**src/hdl/adcsc_pkg.sv**
```systemverilog
// Constants and types of the converter control and serial readout block.
// Assumes a 40 MHz system clock; the serial clock is sampled, not used.
package adcsc_pkg;

  // ----------------------------------------------------------------
  // Timing
  // ----------------------------------------------------------------
  localparam int unsigned SYS_CLK_HZ        = 40_000_000;
  localparam int unsigned SCLK_TIMEOUT_MS   = 28;
  localparam int unsigned SCLK_TIMEOUT_CYC  =
    SCLK_TIMEOUT_MS * (SYS_CLK_HZ / 1000);
  localparam int unsigned CONV_TIME_US      = 1200;
  localparam int unsigned CONV_CYC          =
    CONV_TIME_US * (SYS_CLK_HZ / 1_000_000);

  // ----------------------------------------------------------------
  // Result format
  // ----------------------------------------------------------------
  localparam int unsigned WORD_W    = 16;
  localparam int unsigned TEMP_W    = 14;
  localparam int unsigned TEMP_PAD  = WORD_W - TEMP_W;
  localparam logic [15:0] CODE_MAX  = 16'h7fff;
  localparam logic [15:0] CODE_MIN  = 16'h8000;
  localparam logic [15:0] RESULT_RST = 16'h0000;

  // ----------------------------------------------------------------
  // Configuration word
  // ----------------------------------------------------------------
  localparam logic [15:0] CFG_RST      = 16'h8583;
  localparam int unsigned CFG_START_BIT = 15;
  localparam int unsigned CFG_MODE_BIT  = 8;
  localparam int unsigned CFG_TS_BIT    = 4;
  localparam int unsigned CFG_NOP_HI    = 2;
  localparam int unsigned CFG_NOP_LO    = 1;
  localparam logic [1:0]  CFG_NOP_VALID = 2'h1;

  typedef enum logic [1:0] {
    ADCSC_IDLE,
    ADCSC_CONV_CONT,
    ADCSC_CONV_SINGLE
  } adcsc_state_t;

endpackage

```
**src/hdl/adcsc_sync.sv**
```systemverilog
// Two flip-flop synchroniser for one level from outside the clock domain.
// Assumes the output is read only in the i_clk_sys domain.
`timescale 1ns/100ps
module adcsc_sync
  import adcsc_pkg::*;
#(
  parameter logic RST_VAL = 1'b0
) (
  input  wire logic i_clk_sys,
  input  wire logic i_rstn,
  input  wire logic i_async,
  output logic      o_sync
);
  logic meta_reg;

  always_ff @(posedge i_clk_sys or negedge i_rstn) begin
    if (!i_rstn) begin
      meta_reg <= RST_VAL;
      o_sync   <= RST_VAL;
    end else begin
      meta_reg <= i_async;
      o_sync   <= meta_reg;
    end
  end
endmodule

```
**src/hdl/adcsc_buf2.sv**
```systemverilog
// Two-entry valid/ready buffer between the converter and the readout.
// Assumes both sides run on i_clk_sys.
`timescale 1ns/100ps
module adcsc_buf2
  import adcsc_pkg::*;
#(
  parameter int unsigned WIDTH = 16,
  parameter int unsigned DEPTH = 2
) (
  input  wire logic             i_clk_sys,
  input  wire logic             i_rstn,
  input  wire logic             i_in_valid,
  output logic                  o_in_ready,
  input  wire logic [WIDTH-1:0] i_in_data,
  output logic                  o_out_valid,
  input  wire logic             i_out_ready,
  output logic      [WIDTH-1:0] o_out_data
);
  initial begin
    if (DEPTH != 2 || WIDTH < 1) $error("adcsc_buf2: bad parameters");
  end

  logic [WIDTH-1:0] mem_reg [DEPTH];
  logic             wr_ptr_reg;
  logic             rd_ptr_reg;
  logic [1:0]       cnt_reg;
  logic             push;
  logic             pop;

  assign o_in_ready  = (cnt_reg != 2'h2);
  assign o_out_valid = (cnt_reg != 2'h0);
  assign o_out_data  = mem_reg[rd_ptr_reg];
  assign push        = i_in_valid && o_in_ready;
  assign pop         = o_out_valid && i_out_ready;

  always_ff @(posedge i_clk_sys) begin
    if (push) begin
      mem_reg[wr_ptr_reg] <= i_in_data;
    end
  end

  always_ff @(posedge i_clk_sys or negedge i_rstn) begin
    if (!i_rstn) begin
      wr_ptr_reg <= 1'b0;
      rd_ptr_reg <= 1'b0;
      cnt_reg    <= 2'h0;
    end else begin
      if (push) begin
        wr_ptr_reg <= ~wr_ptr_reg;
      end
      if (pop) begin
        rd_ptr_reg <= ~rd_ptr_reg;
      end
      cnt_reg <= cnt_reg + {1'b0, push} - {1'b0, pop};
    end
  end
endmodule

```
**src/hdl/adcsc_top.sv**
```systemverilog
// Conversion sequencing and serial readout of a 16-bit converter.
// Assumes a 40 MHz i_clk_sys; serial pins come from the host's domain.
// Summary of operation
// - Results are 16-bit two's complement, 7fff high and 8000 low.
// - Over-range inputs saturate at the extreme codes, never wrap.
// - Temperature result is 14 bits left-justified, two low bits zero.
// - One temperature step is 0.03125 degrees; negatives two's complement.
// - Result is read as two bytes, most significant byte first.
// - Continuous mode stores each result and restarts at once.
// - Single-shot waits for the start bit, then clears it while busy.
// - Single-shot completion powers down; sets the start bit unless a valid config write lands in that cycle.
// - Start written during a conversion is ignored, never queued.
// - Power-up reset loads every configuration bit with its default.
// - After start-up powered down, no conversion until config written.
// - Chip select high resets serial logic; output released, no ready.
// - Chip select fall shows ready: low if new result, else high.
// - Result locked into shift register at transfer start.
// - Serial clock low for the timeout resets the serial logic.
// - Three-wire use with chip select tied low also works.
// - Data input sampled on serial clock falling edge, never driven.
// - Each output bit shifted out on serial clock rising edge.
`timescale 1ns/100ps
module adcsc_top
  import adcsc_pkg::*;
#(
  parameter int unsigned TIMEOUT_CYC = SCLK_TIMEOUT_CYC,
  parameter int unsigned CONV_TIME   = CONV_CYC
) (
  input  wire logic        i_clk_sys,
  input  wire logic        i_rstn,
  input  wire logic        i_cs_n,
  input  wire logic        i_sclk,
  input  wire logic        i_din,
  output logic             o_serial_out_with_ready,
  output logic             o_serial_out_with_ready_oe,
  input  wire logic signed [17:0] i_adc_raw,
  input  wire logic signed [13:0] i_temp_raw,
  output logic      [15:0] o_cfg,
  output logic             o_converting
);
  initial begin
    if (TIMEOUT_CYC < 2 || CONV_TIME < 2) begin
      $error("adcsc_top: counts too small");
    end
  end

  // ----------------------------------------------------------------
  // Reset release and input synchronisers
  // ----------------------------------------------------------------
  logic rst_meta_reg;
  logic rstn_reg;

  always_ff @(posedge i_clk_sys or negedge i_rstn) begin
    if (!i_rstn) begin
      rst_meta_reg <= 1'b0;
      rstn_reg     <= 1'b0;
    end else begin
      rst_meta_reg <= 1'b1;
      rstn_reg     <= rst_meta_reg;
    end
  end

  logic cs_n_s;
  logic sclk_s;
  logic din_s;

  adcsc_sync #(.RST_VAL(1'b1)) u_sync_cs (
    .i_clk_sys (i_clk_sys),
    .i_rstn    (rstn_reg),
    .i_async   (i_cs_n),
    .o_sync    (cs_n_s)
  );
  adcsc_sync #(.RST_VAL(1'b0)) u_sync_sclk (
    .i_clk_sys (i_clk_sys),
    .i_rstn    (rstn_reg),
    .i_async   (i_sclk),
    .o_sync    (sclk_s)
  );
  adcsc_sync #(.RST_VAL(1'b0)) u_sync_din (
    .i_clk_sys (i_clk_sys),
    .i_rstn    (rstn_reg),
    .i_async   (i_din),
    .o_sync    (din_s)
  );

  // ----------------------------------------------------------------
  // Edge detection
  // ----------------------------------------------------------------
  logic sclk_d_reg;
  logic cs_n_d_reg;
  logic sclk_rise;
  logic sclk_fall;
  logic cs_fall;

  always_ff @(posedge i_clk_sys or negedge rstn_reg) begin
    if (!rstn_reg) begin
      sclk_d_reg <= 1'b0;
      cs_n_d_reg <= 1'b1;
    end else begin
      sclk_d_reg <= sclk_s;
      cs_n_d_reg <= cs_n_s;
    end
  end

  assign sclk_rise = sclk_s && !sclk_d_reg && !cs_n_s;
  assign sclk_fall = !sclk_s && sclk_d_reg && !cs_n_s;
  assign cs_fall   = !cs_n_s && cs_n_d_reg;

  // ----------------------------------------------------------------
  // Result formatting
  // ----------------------------------------------------------------
  function automatic logic [15:0] clip16(input logic signed [17:0] v);
    if (v > $signed(18'(CODE_MAX)))
      clip16 = CODE_MAX;
    else if (v < $signed({{2{1'b1}}, CODE_MIN}))
      clip16 = CODE_MIN;
    else
      clip16 = v[15:0];
  endfunction

  logic [15:0] cfg_reg;
  logic [15:0] new_result;

  // 0.03125 degree steps in two's complement, two low zeros
  assign new_result = cfg_reg[CFG_TS_BIT] ?
    {i_temp_raw, {TEMP_PAD{1'b0}}} : clip16(i_adc_raw);

  // ----------------------------------------------------------------
  // Serial framing
  // ----------------------------------------------------------------
  logic [15:0] sh_out_reg;
  logic [15:0] sh_in_reg;
  logic [4:0]  bit_cnt_reg;
  logic        active_reg;
  logic        cfg_wr;
  logic        to_fire;
  logic [$clog2(TIMEOUT_CYC+1)-1:0] to_cnt_reg;

  // Config taken when sixteenth bit arrives
  assign cfg_wr = sclk_fall && (bit_cnt_reg == 5'd15);

  // Word as it stands on the sixteenth fall; refused unless marked valid
  logic [15:0] cfg_in;
  logic        cfg_ok;

  assign cfg_in = {sh_in_reg[14:0], din_s};
  assign cfg_ok = cfg_wr &&
    (cfg_in[CFG_NOP_HI:CFG_NOP_LO] == CFG_NOP_VALID);

  always_ff @(posedge i_clk_sys or negedge rstn_reg) begin
    if (!rstn_reg) begin
      to_cnt_reg <= '0;
    end else if (cs_n_s || sclk_s) begin
      to_cnt_reg <= '0;
    end else if (!to_fire) begin
      to_cnt_reg <= to_cnt_reg + 1'b1;
    end
  end
  // Released as soon as the clock rises, so that edge opens a new frame
  assign to_fire = !cs_n_s && !sclk_s && (to_cnt_reg ==
    ($clog2(TIMEOUT_CYC+1))'(TIMEOUT_CYC - 1));

  // ----------------------------------------------------------------
  // Conversion sequencer
  // ----------------------------------------------------------------
  adcsc_state_t state_reg;
  logic [$clog2(CONV_TIME+1)-1:0] conv_cnt_reg;
  logic        conv_done;
  logic        buf_in_ready;
  logic        buf_out_valid;
  logic [15:0] buf_out_data;
  logic [15:0] result_reg;
  logic        new_data_reg;
  logic        take;

  assign conv_done = (state_reg != ADCSC_IDLE) &&
    (conv_cnt_reg == ($clog2(CONV_TIME+1))'(CONV_TIME - 1)) &&
    buf_in_ready;
  always_ff @(posedge i_clk_sys or negedge rstn_reg) begin
    if (!rstn_reg) begin
      state_reg    <= ADCSC_IDLE;
      conv_cnt_reg <= '0;
    end else begin
      unique case (state_reg)
        ADCSC_IDLE: begin
          conv_cnt_reg <= '0;
          if (cfg_ok && !cfg_in[CFG_MODE_BIT]) begin
            state_reg <= ADCSC_CONV_CONT;
          end else if (cfg_ok && cfg_in[CFG_MODE_BIT] &&
                       cfg_in[CFG_START_BIT]) begin
            state_reg <= ADCSC_CONV_SINGLE;
          end
        end
        ADCSC_CONV_CONT: begin
          if (conv_done) begin
            conv_cnt_reg <= '0;
          end else if (conv_cnt_reg !=
              ($clog2(CONV_TIME+1))'(CONV_TIME - 1)) begin
            conv_cnt_reg <= conv_cnt_reg + 1'b1;
          end
          if (cfg_ok && cfg_in[CFG_MODE_BIT]) begin
            state_reg <= ADCSC_IDLE;
          end
        end
        ADCSC_CONV_SINGLE: begin
          // Further start requests are ignored here
          if (conv_done) begin
            state_reg <= ADCSC_IDLE;
          end else if (conv_cnt_reg !=
              ($clog2(CONV_TIME+1))'(CONV_TIME - 1)) begin
            conv_cnt_reg <= conv_cnt_reg + 1'b1;
          end
        end
      endcase
    end
  end

  // ----------------------------------------------------------------
  // Configuration word
  // ----------------------------------------------------------------
  logic [15:0] cfg_next;

  always_comb begin
    cfg_next = cfg_in;
    cfg_next[CFG_START_BIT] = 1'b1;
    if (state_reg == ADCSC_CONV_SINGLE && !conv_done) begin
      cfg_next[CFG_START_BIT] = 1'b0;
    end
  end

  always_ff @(posedge i_clk_sys or negedge rstn_reg) begin
    if (!rstn_reg) begin
      cfg_reg <= CFG_RST;
    end else if (cfg_ok) begin
      cfg_reg <= cfg_next;
      if (state_reg == ADCSC_IDLE && cfg_next[CFG_MODE_BIT] &&
          cfg_in[CFG_START_BIT]) begin
        cfg_reg[CFG_START_BIT] <= 1'b0;
      end else if (state_reg == ADCSC_CONV_SINGLE) begin
        cfg_reg[CFG_START_BIT] <= 1'b0;
      end
    end else if (state_reg == ADCSC_CONV_SINGLE && conv_done) begin
      cfg_reg[CFG_START_BIT] <= 1'b1;
    end
  end

  // ----------------------------------------------------------------
  // Result buffer and conversion register
  // ----------------------------------------------------------------
  adcsc_buf2 #(.WIDTH(WORD_W), .DEPTH(2)) u_buf (
    .i_clk_sys   (i_clk_sys),
    .i_rstn      (rstn_reg),
    .i_in_valid  (conv_done),
    .o_in_ready  (buf_in_ready),
    .i_in_data   (new_result),
    .o_out_valid (buf_out_valid),
    .i_out_ready (!active_reg),
    .o_out_data  (buf_out_data)
  );

  // Register not updated mid-transfer, so locked word stays intact
  assign take = buf_out_valid && !active_reg;

  always_ff @(posedge i_clk_sys or negedge rstn_reg) begin
    if (!rstn_reg) begin
      result_reg   <= RESULT_RST;
      new_data_reg <= 1'b0;
    end else begin
      if (take) begin
        result_reg <= buf_out_data;
      end
      if (take) begin
        new_data_reg <= 1'b1;
      end else if (active_reg && bit_cnt_reg == 5'd16) begin
        new_data_reg <= 1'b0;
      end
    end
  end

  // ----------------------------------------------------------------
  // Shift engine
  // ----------------------------------------------------------------
  always_ff @(posedge i_clk_sys or negedge rstn_reg) begin
    if (!rstn_reg) begin
      active_reg  <= 1'b0;
      bit_cnt_reg <= 5'd0;
      sh_out_reg  <= RESULT_RST;
      sh_in_reg   <= 16'h0000;
    end else if (cs_n_s || to_fire) begin
      active_reg  <= 1'b0;
      bit_cnt_reg <= 5'd0;
    end else if (sclk_rise) begin
      if (!active_reg) begin
        active_reg <= 1'b1;
        sh_out_reg <= {result_reg[14:0], 1'b0};
      end else begin
        sh_out_reg <= {sh_out_reg[14:0], 1'b0};
      end
    end else if (sclk_fall && active_reg) begin
      sh_in_reg   <= {sh_in_reg[14:0], din_s};
      if (bit_cnt_reg != 5'd16) begin
        bit_cnt_reg <= bit_cnt_reg + 5'd1;
      end
    end
  end

  // ----------------------------------------------------------------
  // Pin drivers
  // ----------------------------------------------------------------
  always_ff @(posedge i_clk_sys or negedge rstn_reg) begin
    if (!rstn_reg) begin
      o_serial_out_with_ready    <= 1'b1;
      o_serial_out_with_ready_oe <= 1'b0;
      o_cfg                      <= CFG_RST;
      o_converting               <= 1'b0;
    end else begin
      o_serial_out_with_ready_oe <= !cs_n_s;
      if (cs_n_s) begin
        o_serial_out_with_ready <= 1'b1;
      end else if (!active_reg && !sclk_rise) begin
        o_serial_out_with_ready <= !new_data_reg;
      end else if (sclk_rise) begin
        // MSB first; high byte then low byte
        o_serial_out_with_ready <= active_reg ? sh_out_reg[15] :
                                                result_reg[15];
      end
      o_cfg        <= cfg_reg;
      o_converting <= (state_reg != ADCSC_IDLE);
    end
  end
endmodule

```
**config.mk**
```make
export PLATFORM = sky130hd
export DESIGN_NAME = adcsc_top
export DESIGN_NICKNAME = d
export VERILOG_FILES = /design/src/hdl/adcsc_pkg.sv /design/src/hdl/adcsc_sync.sv /design/src/hdl/adcsc_buf2.sv /design/src/hdl/adcsc_top.sv
export SDC_FILE = /design/constraint.sdc
export NUM_CORES = 1
export LEC_CHECK = 0
export BUFFER_PORTS_ARGS = -buffer_cell sky130_fd_sc_hd__clkbuf_2
export CORE_MARGIN = 2
export CORE_UTILIZATION = 55
export CTS_BUF_LIST = sky130_fd_sc_hd__clkbuf_4 sky130_fd_sc_hd__clkbuf_8
export DETAILED_ROUTE_END_ITERATION = 8
export GPL_TIMING_DRIVEN = 1
export PLACE_DENSITY = 0.74
export SLEW_MARGIN = 30
export SYNTH_ARGS = -nofsm -noshare
export SYNTH_HDL_FRONTEND = slang
export SYNTH_SLANG_ARGS = --single-unit
```
**constraint.sdc**
```tcl
create_clock -name i_clk_sys -period 5.3 [get_ports i_clk_sys]
set_input_delay 0.795 -clock i_clk_sys [delete_from_list [all_inputs] [get_ports i_clk_sys]]
set_output_delay 0.795 -clock i_clk_sys [all_outputs]
set_load 0.02 [all_outputs]
```
==> results.md, run 1 <==
- CP max FO: 22
- Post-synthesis mux area share: 9.70%
- Register area share after synthesis: 59.7%
- Seq pwr share: 55.8%
- Cts repair resizes: 0
- Seq cells post-synth: 172
- Hold-fix buffers at CTS: 0
- Vias: 4823
- Post-place instance area: 0.00795 mm^2
- Clock buffer depth: 2
- WL/cell: 13.9 um
- Number of setup buffers added after CTS: 0
- Number of port buffers: 55
- Design area: 0.00840 mm^2
- Synth Area in Compound Gates: 6.84%
- Critical path data arrival time: 2940 ps
- Largest family of logic cells by synthesized area: simple AND/OR/NAND/NOR gates
- Die X: 121 um
- Worst slew margin relative to its limit: 40.7%
- Critical R2R Launch: u_sync_sclk.o_sync$_DFF_PN0_
- HP Class: primary input to asynchronous set/reset pin
- Reg clk slew, reported paths: 80 ps
- Leakage power: 3.63 nW
- Detailed Routing Iterations Pass 1: 5
- Dpl cells: 869
- # nets final: 759
- Site Rows: 42
- Clk pwr share: 40.2%
- Routed wire length: 12500 um
- Final max-slew violation count: 0
- Power per cell area: 294 mW/mm^2
- Vias in the first global route: 4707
- Worst-skew pair later-pin latency: 460 ps
- RSZ-0062 raised after global routing: false
- Switch Pwr: 0.513 mW
- Sw frac: 20.8%
- 1st-iter DRT viols: 302
- Library cells used by synthesis: 52
- Setup violations, final: 0
- # diodes: 0
- Global-route wire length before repair: 21700 um
- Max Cap Viol: 0
- Register area: 0.00449 mm^2
- Synth warn: 0
- Core area: 0.0133 mm^2
- Required time of the critical path: 5640 ps
- RD Place Congestion: 0.797
- VDD IR max: 175 uV
- Post-synthesis cell count: 662
- Num CTS Buffers: 17
- Logic pwr share: 4.0%
- Final-report hold violation count: 0
- Xor/xnor cell area share of the yosys netlist: 4.08%
- TritonCTS clock tree: built
- Multi-input gate area: 0.00283 mm^2
- Least-Margin Pin Slew: 889 ps
- TNS Setup: 0 ps
- Layout cells sized above 1: 21.0%
- Tot Pwr: 2.47 mW
- Io pins: 56
- Ys async rst share: 81.4%
- Post-route ant nets: 0
- Ratio of final minimum period to clock period: 49.0%
- Post-synthesis adder-cell area fraction: 1.67%
- Via density: 5.35
- # DRC: 0
- Syn Area/Cell: 11.3 um^2
- CTS root buf: clkbuf_8
- Syn nets: 709
- Starting Density: 56.4%
- Largest register FFs: 32
- Clock sinks: 172
- P_int: 1.96 mW
- Fmax: 0.385 GHz
- Layout area overhead: 11.9%
- Die ar.: 0.0146 mm^2
- Most common cell after layout, fill and taps aside: dfrtp_1
- Fin util: 63.1%
- Worst reg2reg endpoint: state_reg[1]$_DFFE_PN0P_
- Worst Reg-to-Reg Cells: 6
- Post-synth EDFFs: 32
- Min Tclk post-route: 2600 ps
- Simple-Gate Fraction of Synth Area: 15.0%
- Status: finished clean
- Top FF cell, synth: dfrtp_1
- Kind of critical path: register to register
- Filler cells: 1007
- H-tree depth: 4
- Initial antenna violation count: 0
- Commonest cells after routing, fill and taps aside: 124 x dfrtp_1, 87 x nor2_1, 79 x nand2_1
- Gr usage total: 18.9%
- Crit start category: register
- Crit. End Element: register
- Setup Skew: 11.9 ps
- Mapped cell area: 0.00750 mm^2
- Hpwl dp: 8670 um
- Chip height: 121 um
- Grt ovf: 0
- R2R setup slack: 2700 ps
- Largest net degree at the start of global routing: 54
- Post-Layout Cell Count: 901
power by group through the flow:
stage	sequential [mW]	clock [mW]	combinational (mW)
floorplan	1.41	0	0.0526
global placement	1.41	0	0.0821
detailed placement	1.40	0	0.102
CTS	1.38	1.01	0.102
global route	1.38	1.07	0.116
finish	1.38	0.994	0.0998
Yosys cell counts, types with 4 or more instances:
cell type,n,area (um^2)
ha_1,10,125
edfxtp_1,32,961
inv_1,19,71.3
and3_1,10,62.6
nand4_1,6,37.5
buf_2,5,25.0
a21oi_1,26,130
and2_1,4,25.0
nor3_1,12,60.1
clkbuf_1,20,75.1
xor2_1,15,131
dfstp_2,15,394
nor2_1,87,327
nand2_1,79,297
xnor2_1,20,175
mux2i_1,33,330
nand3_1,12,60.1
o21ai_0,53,265
mux2_2,20,225
and4_1,4,35.0
mux2_4,10,150
dfrtp_1,125,3130
per-layer routing:
| metal | up-vias | part of all wire [%] | GRT usage (%) |
|---|---|---|---|
| li1 | 2380 | - | - |
| met1 | 2305 | 47 | 25.2 |
| met2 | 120 | 48 | 29.6 |
| met3 | 18 | 4.0 | 4.72 |
| met4 | 0 | 1.3 | 8.28 |
| met5 | - | 0 | 0 |
how the worst max path moves through the flow:
stage | from | endpoint
after global placement | u_sync_sclk.o_sync$_DFF_PN0_ | state_reg[1]$_DFFE_PN0P_
after CTS | u_sync_sclk.o_sync$_DFF_PN0_ | state_reg[1]$_DFFE_PN0P_
after global routing | u_sync_sclk.o_sync$_DFF_PN0_ | state_reg[1]$_DFFE_PN0P_
after detailed placement | u_sync_sclk.o_sync$_DFF_PN0_ | state_reg[1]$_DFFE_PN0P_
final | u_sync_sclk.o_sync$_DFF_PN0_ | state_reg[1]$_DFFE_PN0P_
after floorplan | rstn_reg$_DFF_PN0_ | active_reg$_DFFE_PN0P_
worst max-delay path: stages, from the launching register on:
cell	delay [ps]
dfrtp_1	430
or2_1	550
nor4_4	320
buf_4	310
o21ai_0	160
a221oi_2	330
mux2_2	370
layout make-up:
class                           count  share of cell area [%]
Inverter                           19                   0.849
Sequential cell                   172                    53.4
Tap cell                          176                    2.62
Clock inverter                      6                    1.28
Multi-Input combinational cell    441                    33.7
Clock buffer                       26                    4.04
Timing Repair Buffer               61                    4.11
through the flow:
step / hold slack, ps / worst slack [ps]
2_1_floorplan: 331 / 1140
3_3_place_gp: 342 / 2810
3_5_place_dp: 172 / 2720
4_1_cts: 69.8 / 2710
5_1_grt: 77.1 / 2540
6_report: 108 / 2700
cells by family after synthesis:
group / after synthesis
buf+inv: 49
compound gates: 94
xor+xnor: 35
simple gates: 237
fa+ha+maj: 10
mux: 64
flops: 172
other cells: 1
No activity file was read; power rests on OpenSTA's default activity.
==> run 2: changes to the inputs <==
==> constraint.sdc (replaced) <==
create_clock -name i_clk_sys -period 2.7 [get_ports i_clk_sys]
set_input_delay 0.405 -clock i_clk_sys [delete_from_list [all_inputs] [get_ports i_clk_sys]]
set_output_delay 0.405 -clock i_clk_sys [all_outputs]
set_load 0.02 [all_outputs]
==> run 2 against run 1 <==
Global-route usage up 0.19 points. Clock power increased by 81%. Final area is essentially flat. Largest power group unchanged.
==> results.md, run 2 (synthesis results as in run 1) <==
- Max incr delay on CP: 420 ps
- Sw frac: 23.1%
- Multi-input gate area: 0.00282 mm^2
- Worst-skew pair later-pin latency: 440 ps
- Setup Skew: 11.0 ps
- Most common cell after layout, fill and taps aside: dfrtp_1
- Max Cap Viol: 0
- Site Rows: 42
- Clock sinks: 172
- Power per cell area: 560 mW/mm^2
- Crit start category: register
- Worst reg2reg endpoint: state_reg[1]$_DFFE_PN0P_
- Die ar.: 0.0146 mm^2
- R2R setup slack: 360 ps
- Setup violations, final: 0
- TritonCTS clock tree: built
- Largest register FFs: 32
- Top delay family on crit path: simple AND/OR/NAND/NOR gates
- Seq pwr share: 57.7%
- Vias: 4740
- Routed wire length: 12600 um
- Io pins: 56
- CP max FO: 6
- RD Place Congestion: 0.833
- Largest net degree at the start of global routing: 62
- P_int: 3.62 mW
- Crit. End Element: register
- Worst Hold Depth: 1
- # nets final: 767
- Most numerous cell on the critical path: ha_1
- Critical path data arrival time: 2680 ps
- Die X: 121 um
- CTS root buf: clkbuf_8
- Hold path startpoint: i_sclk
- Ratio of final minimum period to clock period: 86.8%
- Leakage power: 3.63 nW
- Post-place instance area: 0.00797 mm^2
- Detailed Routing Iterations Pass 1: 4
- VDD IR max: 351 uV
- Crit path cell chain: ha_1 -> and3_1 -> ha_1 -> nand2_1 -> nor4_4 -> o21ai_0 -> a221oi_2 -> mux2_2
- Worst slew margin relative to its limit: 39.3%
- Reg clk slew, reported paths: 90 ps
- Status: finished clean
- Chip height: 121 um
- # DRC: 0
- Num CTS Buffers: 17
- Clk pwr share: 38.3%
- Crit path max-delay cell type: dfrtp_1
- Required time of the critical path: 3030 ps
- Grt ovf: 0
- Design area: 0.00840 mm^2
- HP Class: primary input to register
- Logic pwr share: 4.1%
- Least-Margin Pin Slew: 910 ps
- Layout area overhead: 11.9%
- Worst Hold Endpoint: u_sync_sclk.meta_reg$_DFF_PN0_
- Register area: 0.00449 mm^2
- Gr usage total: 19.1%
- Filler cells: 1015
- Layout cells sized above 1: 21.4%
- Cts repair resizes: 0
- H-tree depth: 4
- Vias in the first global route: 4784
- TNS Setup: 0 ps
- Commonest cells after routing, fill and taps aside: 124 x dfrtp_1, 87 x nor2_1, 79 x nand2_1
- Initial antenna violation count: 0
- Final max-slew violation count: 0
- Starting Density: 56.4%
- Hpwl dp: 8800 um
- Clock buffer depth: 2
- Post-route ant nets: 0
- Core area: 0.0133 mm^2
- Fmax: 0.427 GHz
- Worst Reg-to-Reg Cells: 8
- Final-report hold violation count: 0
- WL/cell: 13.9 um
- 1st-iter DRT viols: 270
- Via density: 5.21
- Number of port buffers: 55
- Kind of critical path: register to register
- Global-route wire length before repair: 22000 um
- # diodes: 0
- RSZ-0062 raised after global routing: false
- Buffers & Inverters on Critical Path: 0
- Critical R2R Launch: bit_cnt_reg[0]$_DFFE_PN0P_
- Min Tclk post-route: 2340 ps
- Switch Pwr: 1.09 mW
[run 2: cell count changes in the layout (fill, tap and decap cells not counted), moves of 3 or more]
cell / delta
buf_4: +7
inv_6: +5
clkbuf_8: -5
clkbuf_4: -3
[run 2: worst max-delay path by stage]
| stage | depth (start not counted) | start | to | slack, ps |
|---|---|---|---|---|
| floorplan | 5 | conv_cnt_reg[0]$_DFFE_PN0P_ | u_buf.mem_reg[0][0]$_DFFE_PP_ | 270 |
| global placement | 8 | bit_cnt_reg[0]$_DFFE_PN0P_ | state_reg[1]$_DFFE_PN0P_ | 580 |
| detailed placement | 8 | bit_cnt_reg[0]$_DFFE_PN0P_ | state_reg[1]$_DFFE_PN0P_ | 370 |
| CTS | 8 | bit_cnt_reg[0]$_DFFE_PN0P_ | state_reg[1]$_DFFE_PN0P_ | 350 |
| global route | 8 | bit_cnt_reg[0]$_DFFE_PN0P_ | state_reg[1]$_DFFE_PN0P_ | 220 |
| finish | 8 | bit_cnt_reg[0]$_DFFE_PN0P_ | state_reg[1]$_DFFE_PN0P_ | 360 |
[run 2: worst register-to-register path: stages (launching register included)]
cell      delay (ps)
dfrtp_1          420
ha_1             200
and3_1           190
ha_1             160
nand2_1           80
nor4_4           280
o21ai_0          180
a221oi_2         350
mux2_2           380
[run 2: through the flow]
stage	setup WS, ps	std cells	total power, mW	hold slack, ps	utilization [%]
floorplan	270	662	2.88	109	-
global placement	576	875	2.94	191	60.0
detailed placement	369	875	2.96	195	60.0
CTS	355	909	4.75	22.4	63.2
global route	218	909	4.90	32.5	63.2
finish	358	909	4.71	61.2	63.2
[run 2: layer usage]
layer,vias up,global-route usage [%],wire (um)
met2,71,31.1,6170
met1,2282,25.3,5970
li1,2382,-,-
met5,-,0,0
met3,5,4.43,398
met4,0,6.47,64
[run 2: cell type report]
cell class,instances,area share (%)
flip-flops and latches,172,53.4
multi-input cells,441,33.5
repair buffers,69,4.74
inverters,19,0.849
clock buffers,18,2.95
clock inverters,14,1.86
well taps,176,2.62
[run 2: what timing repair did]
action / in CTS / in global routing
setup buffers: 0 / 0
hold buffers: 2 / 0
endpoints found under the hold margin: 3 / 0
[run 2: power groups by stage]
| stage | Sequential (mW) | Combinational [mW] | Clock, mW |
|---|---|---|---|
| 2_1_floorplan | 2.77 | 0.103 | 0 |
| 3_3_place_gp | 2.76 | 0.181 | 0 |
| 3_5_place_dp | 2.77 | 0.192 | 0 |
| 4_1_cts | 2.71 | 0.194 | 1.84 |
| 5_1_grt | 2.72 | 0.220 | 1.96 |
| 6_report | 2.71 | 0.191 | 1.80 |
==> run 3: changes to the inputs <==
--- a/config.mk
+++ b/config.mk
@@ -11,7 +11,7 @@
 export CTS_BUF_LIST = sky130_fd_sc_hd__clkbuf_4 sky130_fd_sc_hd__clkbuf_8
 export DETAILED_ROUTE_END_ITERATION = 8
 export GPL_TIMING_DRIVEN = 1
-export PLACE_DENSITY = 0.74
+export PLACE_DENSITY = 0.77
 export SLEW_MARGIN = 30
 export SYNTH_ARGS = -nofsm -noshare
 export SYNTH_HDL_FRONTEND = slang
==> constraint.sdc (replaced) <==
create_clock -name i_clk_sys -period 2.1 [get_ports i_clk_sys]
set_input_delay 0.315 -clock i_clk_sys [delete_from_list [all_inputs] [get_ports i_clk_sys]]
set_output_delay 0.315 -clock i_clk_sys [all_outputs]
set_load 0.02 [all_outputs]
==> run 3 against run 2 <==
Non-clock buffer count rose by 19. Combinational power is 32% higher. Final cell count up 2.1%. Via count grew 4.3%. Largest power group unchanged.
==> results.md, run 3 (synthesis results as in run 1) <==
- Status: finished clean
- P_int: 4.73 mW
- Tot Pwr: 6.05 mW
- Num CTS Buffers: 17
- Clock sinks: 172
- Max incr delay on CP: 420 ps
- Clk pwr share: 38.1%
- Crit path cell chain: ha_2 -> and4_4 -> and4_1 -> nand2_2 -> a221oi_2 -> buf_4 -> mux2i_1
- DRT met1 WL: 5920 um
- Hpwl dp: 8970 um
- Critical R2R Launch: conv_cnt_reg[0]$_DFFE_PN0P_
- Starting Density: 56.4%
- # DRC: 0
- RD Place Congestion: 0.829
- Io pins: 56
- HP Class: primary input to asynchronous set/reset pin
- Most common cell after layout, fill and taps aside: dfrtp_1
- Fmax: 0.478 GHz
- Kind of critical path: register to register
- Layout area overhead: 14.8%
- 1st-iter DRT viols: 500
- Pre-CTS setup slack: -43.0 ps
- Crit path max-delay cell type: dfrtp_1
- Commonest cells after routing, fill and taps aside: 124 x dfrtp_1, 87 x nor2_1, 78 x nand2_1
- Worst-skew pair later-pin latency: 460 ps
- Dpl cells: 888
- Power per cell area: 702 mW/mm^2
- H-tree depth: 4
- Seq pwr share: 57.7%
- RSZ-0062 raised after global routing: true
- # nets final: 786
- Clock buffer depth: 2
- Required time of the critical path: 2470 ps
- DR top layer: met4
- Gr usage total: 19.4%
- Vias: 4944
- Ratio of final minimum period to clock period: 99.6%
- CP max FO: 5
- Die ar.: 0.0146 mm^2
- Reg clk slew, reported paths: 80 ps
- Die X: 121 um
- WL met3: 566 um
- Post-Layout Cell Count: 928
- Number of port buffers: 55
- Core area: 0.0133 mm^2
- WHS: 163 ps
- Critical path data arrival time: 2460 ps
- Filler cells: 999
- Leakage power: 3.74 nW
- VDD IR max: 414 uV
- Worst slew margin relative to its limit: 57.8%
- Crit start category: register
- Worst reg2reg endpoint: state_reg[0]$_DFFE_PN0P_
- R2R setup slack: 9 ps
- Grt ovf: 0
- Layout cells sized above 1: 23.7%
- Fin util: 64.8%
- Crit. End Element: register
- Max Cap Viol: 0
- Least-Margin Pin Slew: 633 ps
- WL/cell: 14.1 um
- Global-route wire length before repair: 22200 um
- Via density: 5.33
- Site Rows: 42
- Initial antenna violation count: 0
- Largest net degree at the start of global routing: 41
- Design area: 0.00861 mm^2
- CTS root buf: clkbuf_8
- Detailed Routing Iterations Pass 1: 5
- Vias in the first global route: 4781
- Met2 routed wirelength: 6360 um
- Final-report hold violation count: 0
- Min Tclk post-route: 2090 ps
- Final max-slew violation count: 0
- Setup Skew: 10.9 ps
- Logic pwr share: 4.2%
- TritonCTS clock tree: built
- Setup violations, final: 0
- Worst Reg-to-Reg Cells: 7
- Chip height: 121 um
- Sw frac: 21.8%
- Post-place instance area: 0.00810 mm^2
- # diodes: 0
- Largest register FFs: 32
- Final setup margin: 8.72 ps
- Switch Pwr: 1.32 mW
- Routed wire length: 13100 um
- TNS Setup: 0 ps
- Post-route ant nets: 0
[run 3: cell type report]
class                   instances  area (um^2)  share of cell area (%)
well taps                     176          220                    2.56
flip-flops and latches        172         4490                    52.1
repair buffers                 88          571                    6.62
clock inverters                13          150                    1.74
clock buffers                  19          249                    2.89
inverters                      19         71.3                   0.828
multi-input cells             441         2870                    33.3
[run 3: repair_timing]
item,4_1_cts,5_1_grt
gates resized for setup,4,9
pin swaps,1,4
hold endpoints to repair,5,0
setup endpoints to repair,6,47
setup buffers,2,2
hold buffers,4,0
[run 3: layer usage]
layer  vias to the layer above  GRT usage, %
li1                       2417             -
met1                      2381          25.2
met2                       122          31.4
met3                        24          4.48
met4                         0          8.07
met5                         -             0
[run 3: power groups by stage]
stage | Clock, mW | Sequential, mW | Combinational, mW
after floorplan | 0 | 3.57 | 0.133
after global placement | 0 | 3.55 | 0.234
after detailed placement | 0 | 3.56 | 0.248
after CTS | 2.36 | 3.49 | 0.256
after global routing | 2.49 | 3.50 | 0.290
final | 2.30 | 3.49 | 0.252
[run 3: how the worst max path moves through the flow]
stage,startpoint,end,cells after the start,slack [ps]
floorplan,conv_cnt_reg[0]$_DFFE_PN0P_,u_buf.mem_reg[1][0]$_DFFE_PP_,5,3
global placement,bit_cnt_reg[1]$_DFFE_PN0P_,state_reg[1]$_DFFE_PN0P_,8,80
detailed placement,bit_cnt_reg[1]$_DFFE_PN0P_,state_reg[1]$_DFFE_PN0P_,8,-40
CTS,bit_cnt_reg[1]$_DFFE_PN0P_,state_reg[1]$_DFFE_PN0P_,8,-20
global route,bit_cnt_reg[1]$_DFFE_PN0P_,state_reg[0]$_DFFE_PN0P_,9,-70
finish,conv_cnt_reg[0]$_DFFE_PN0P_,state_reg[0]$_DFFE_PN0P_,7,9
[run 3: worst max-delay path: cells and delay by family, from the launching register on]
kind                     cells  cell delay [ps]
AO/OA/AOI/OAI                1              370
flip-flops                   1              420
adder cells (fa/ha/maj)      1              240
buffers and inverters        1              170
AND/OR/NAND/NOR              3              600
multiplexers                 1              210
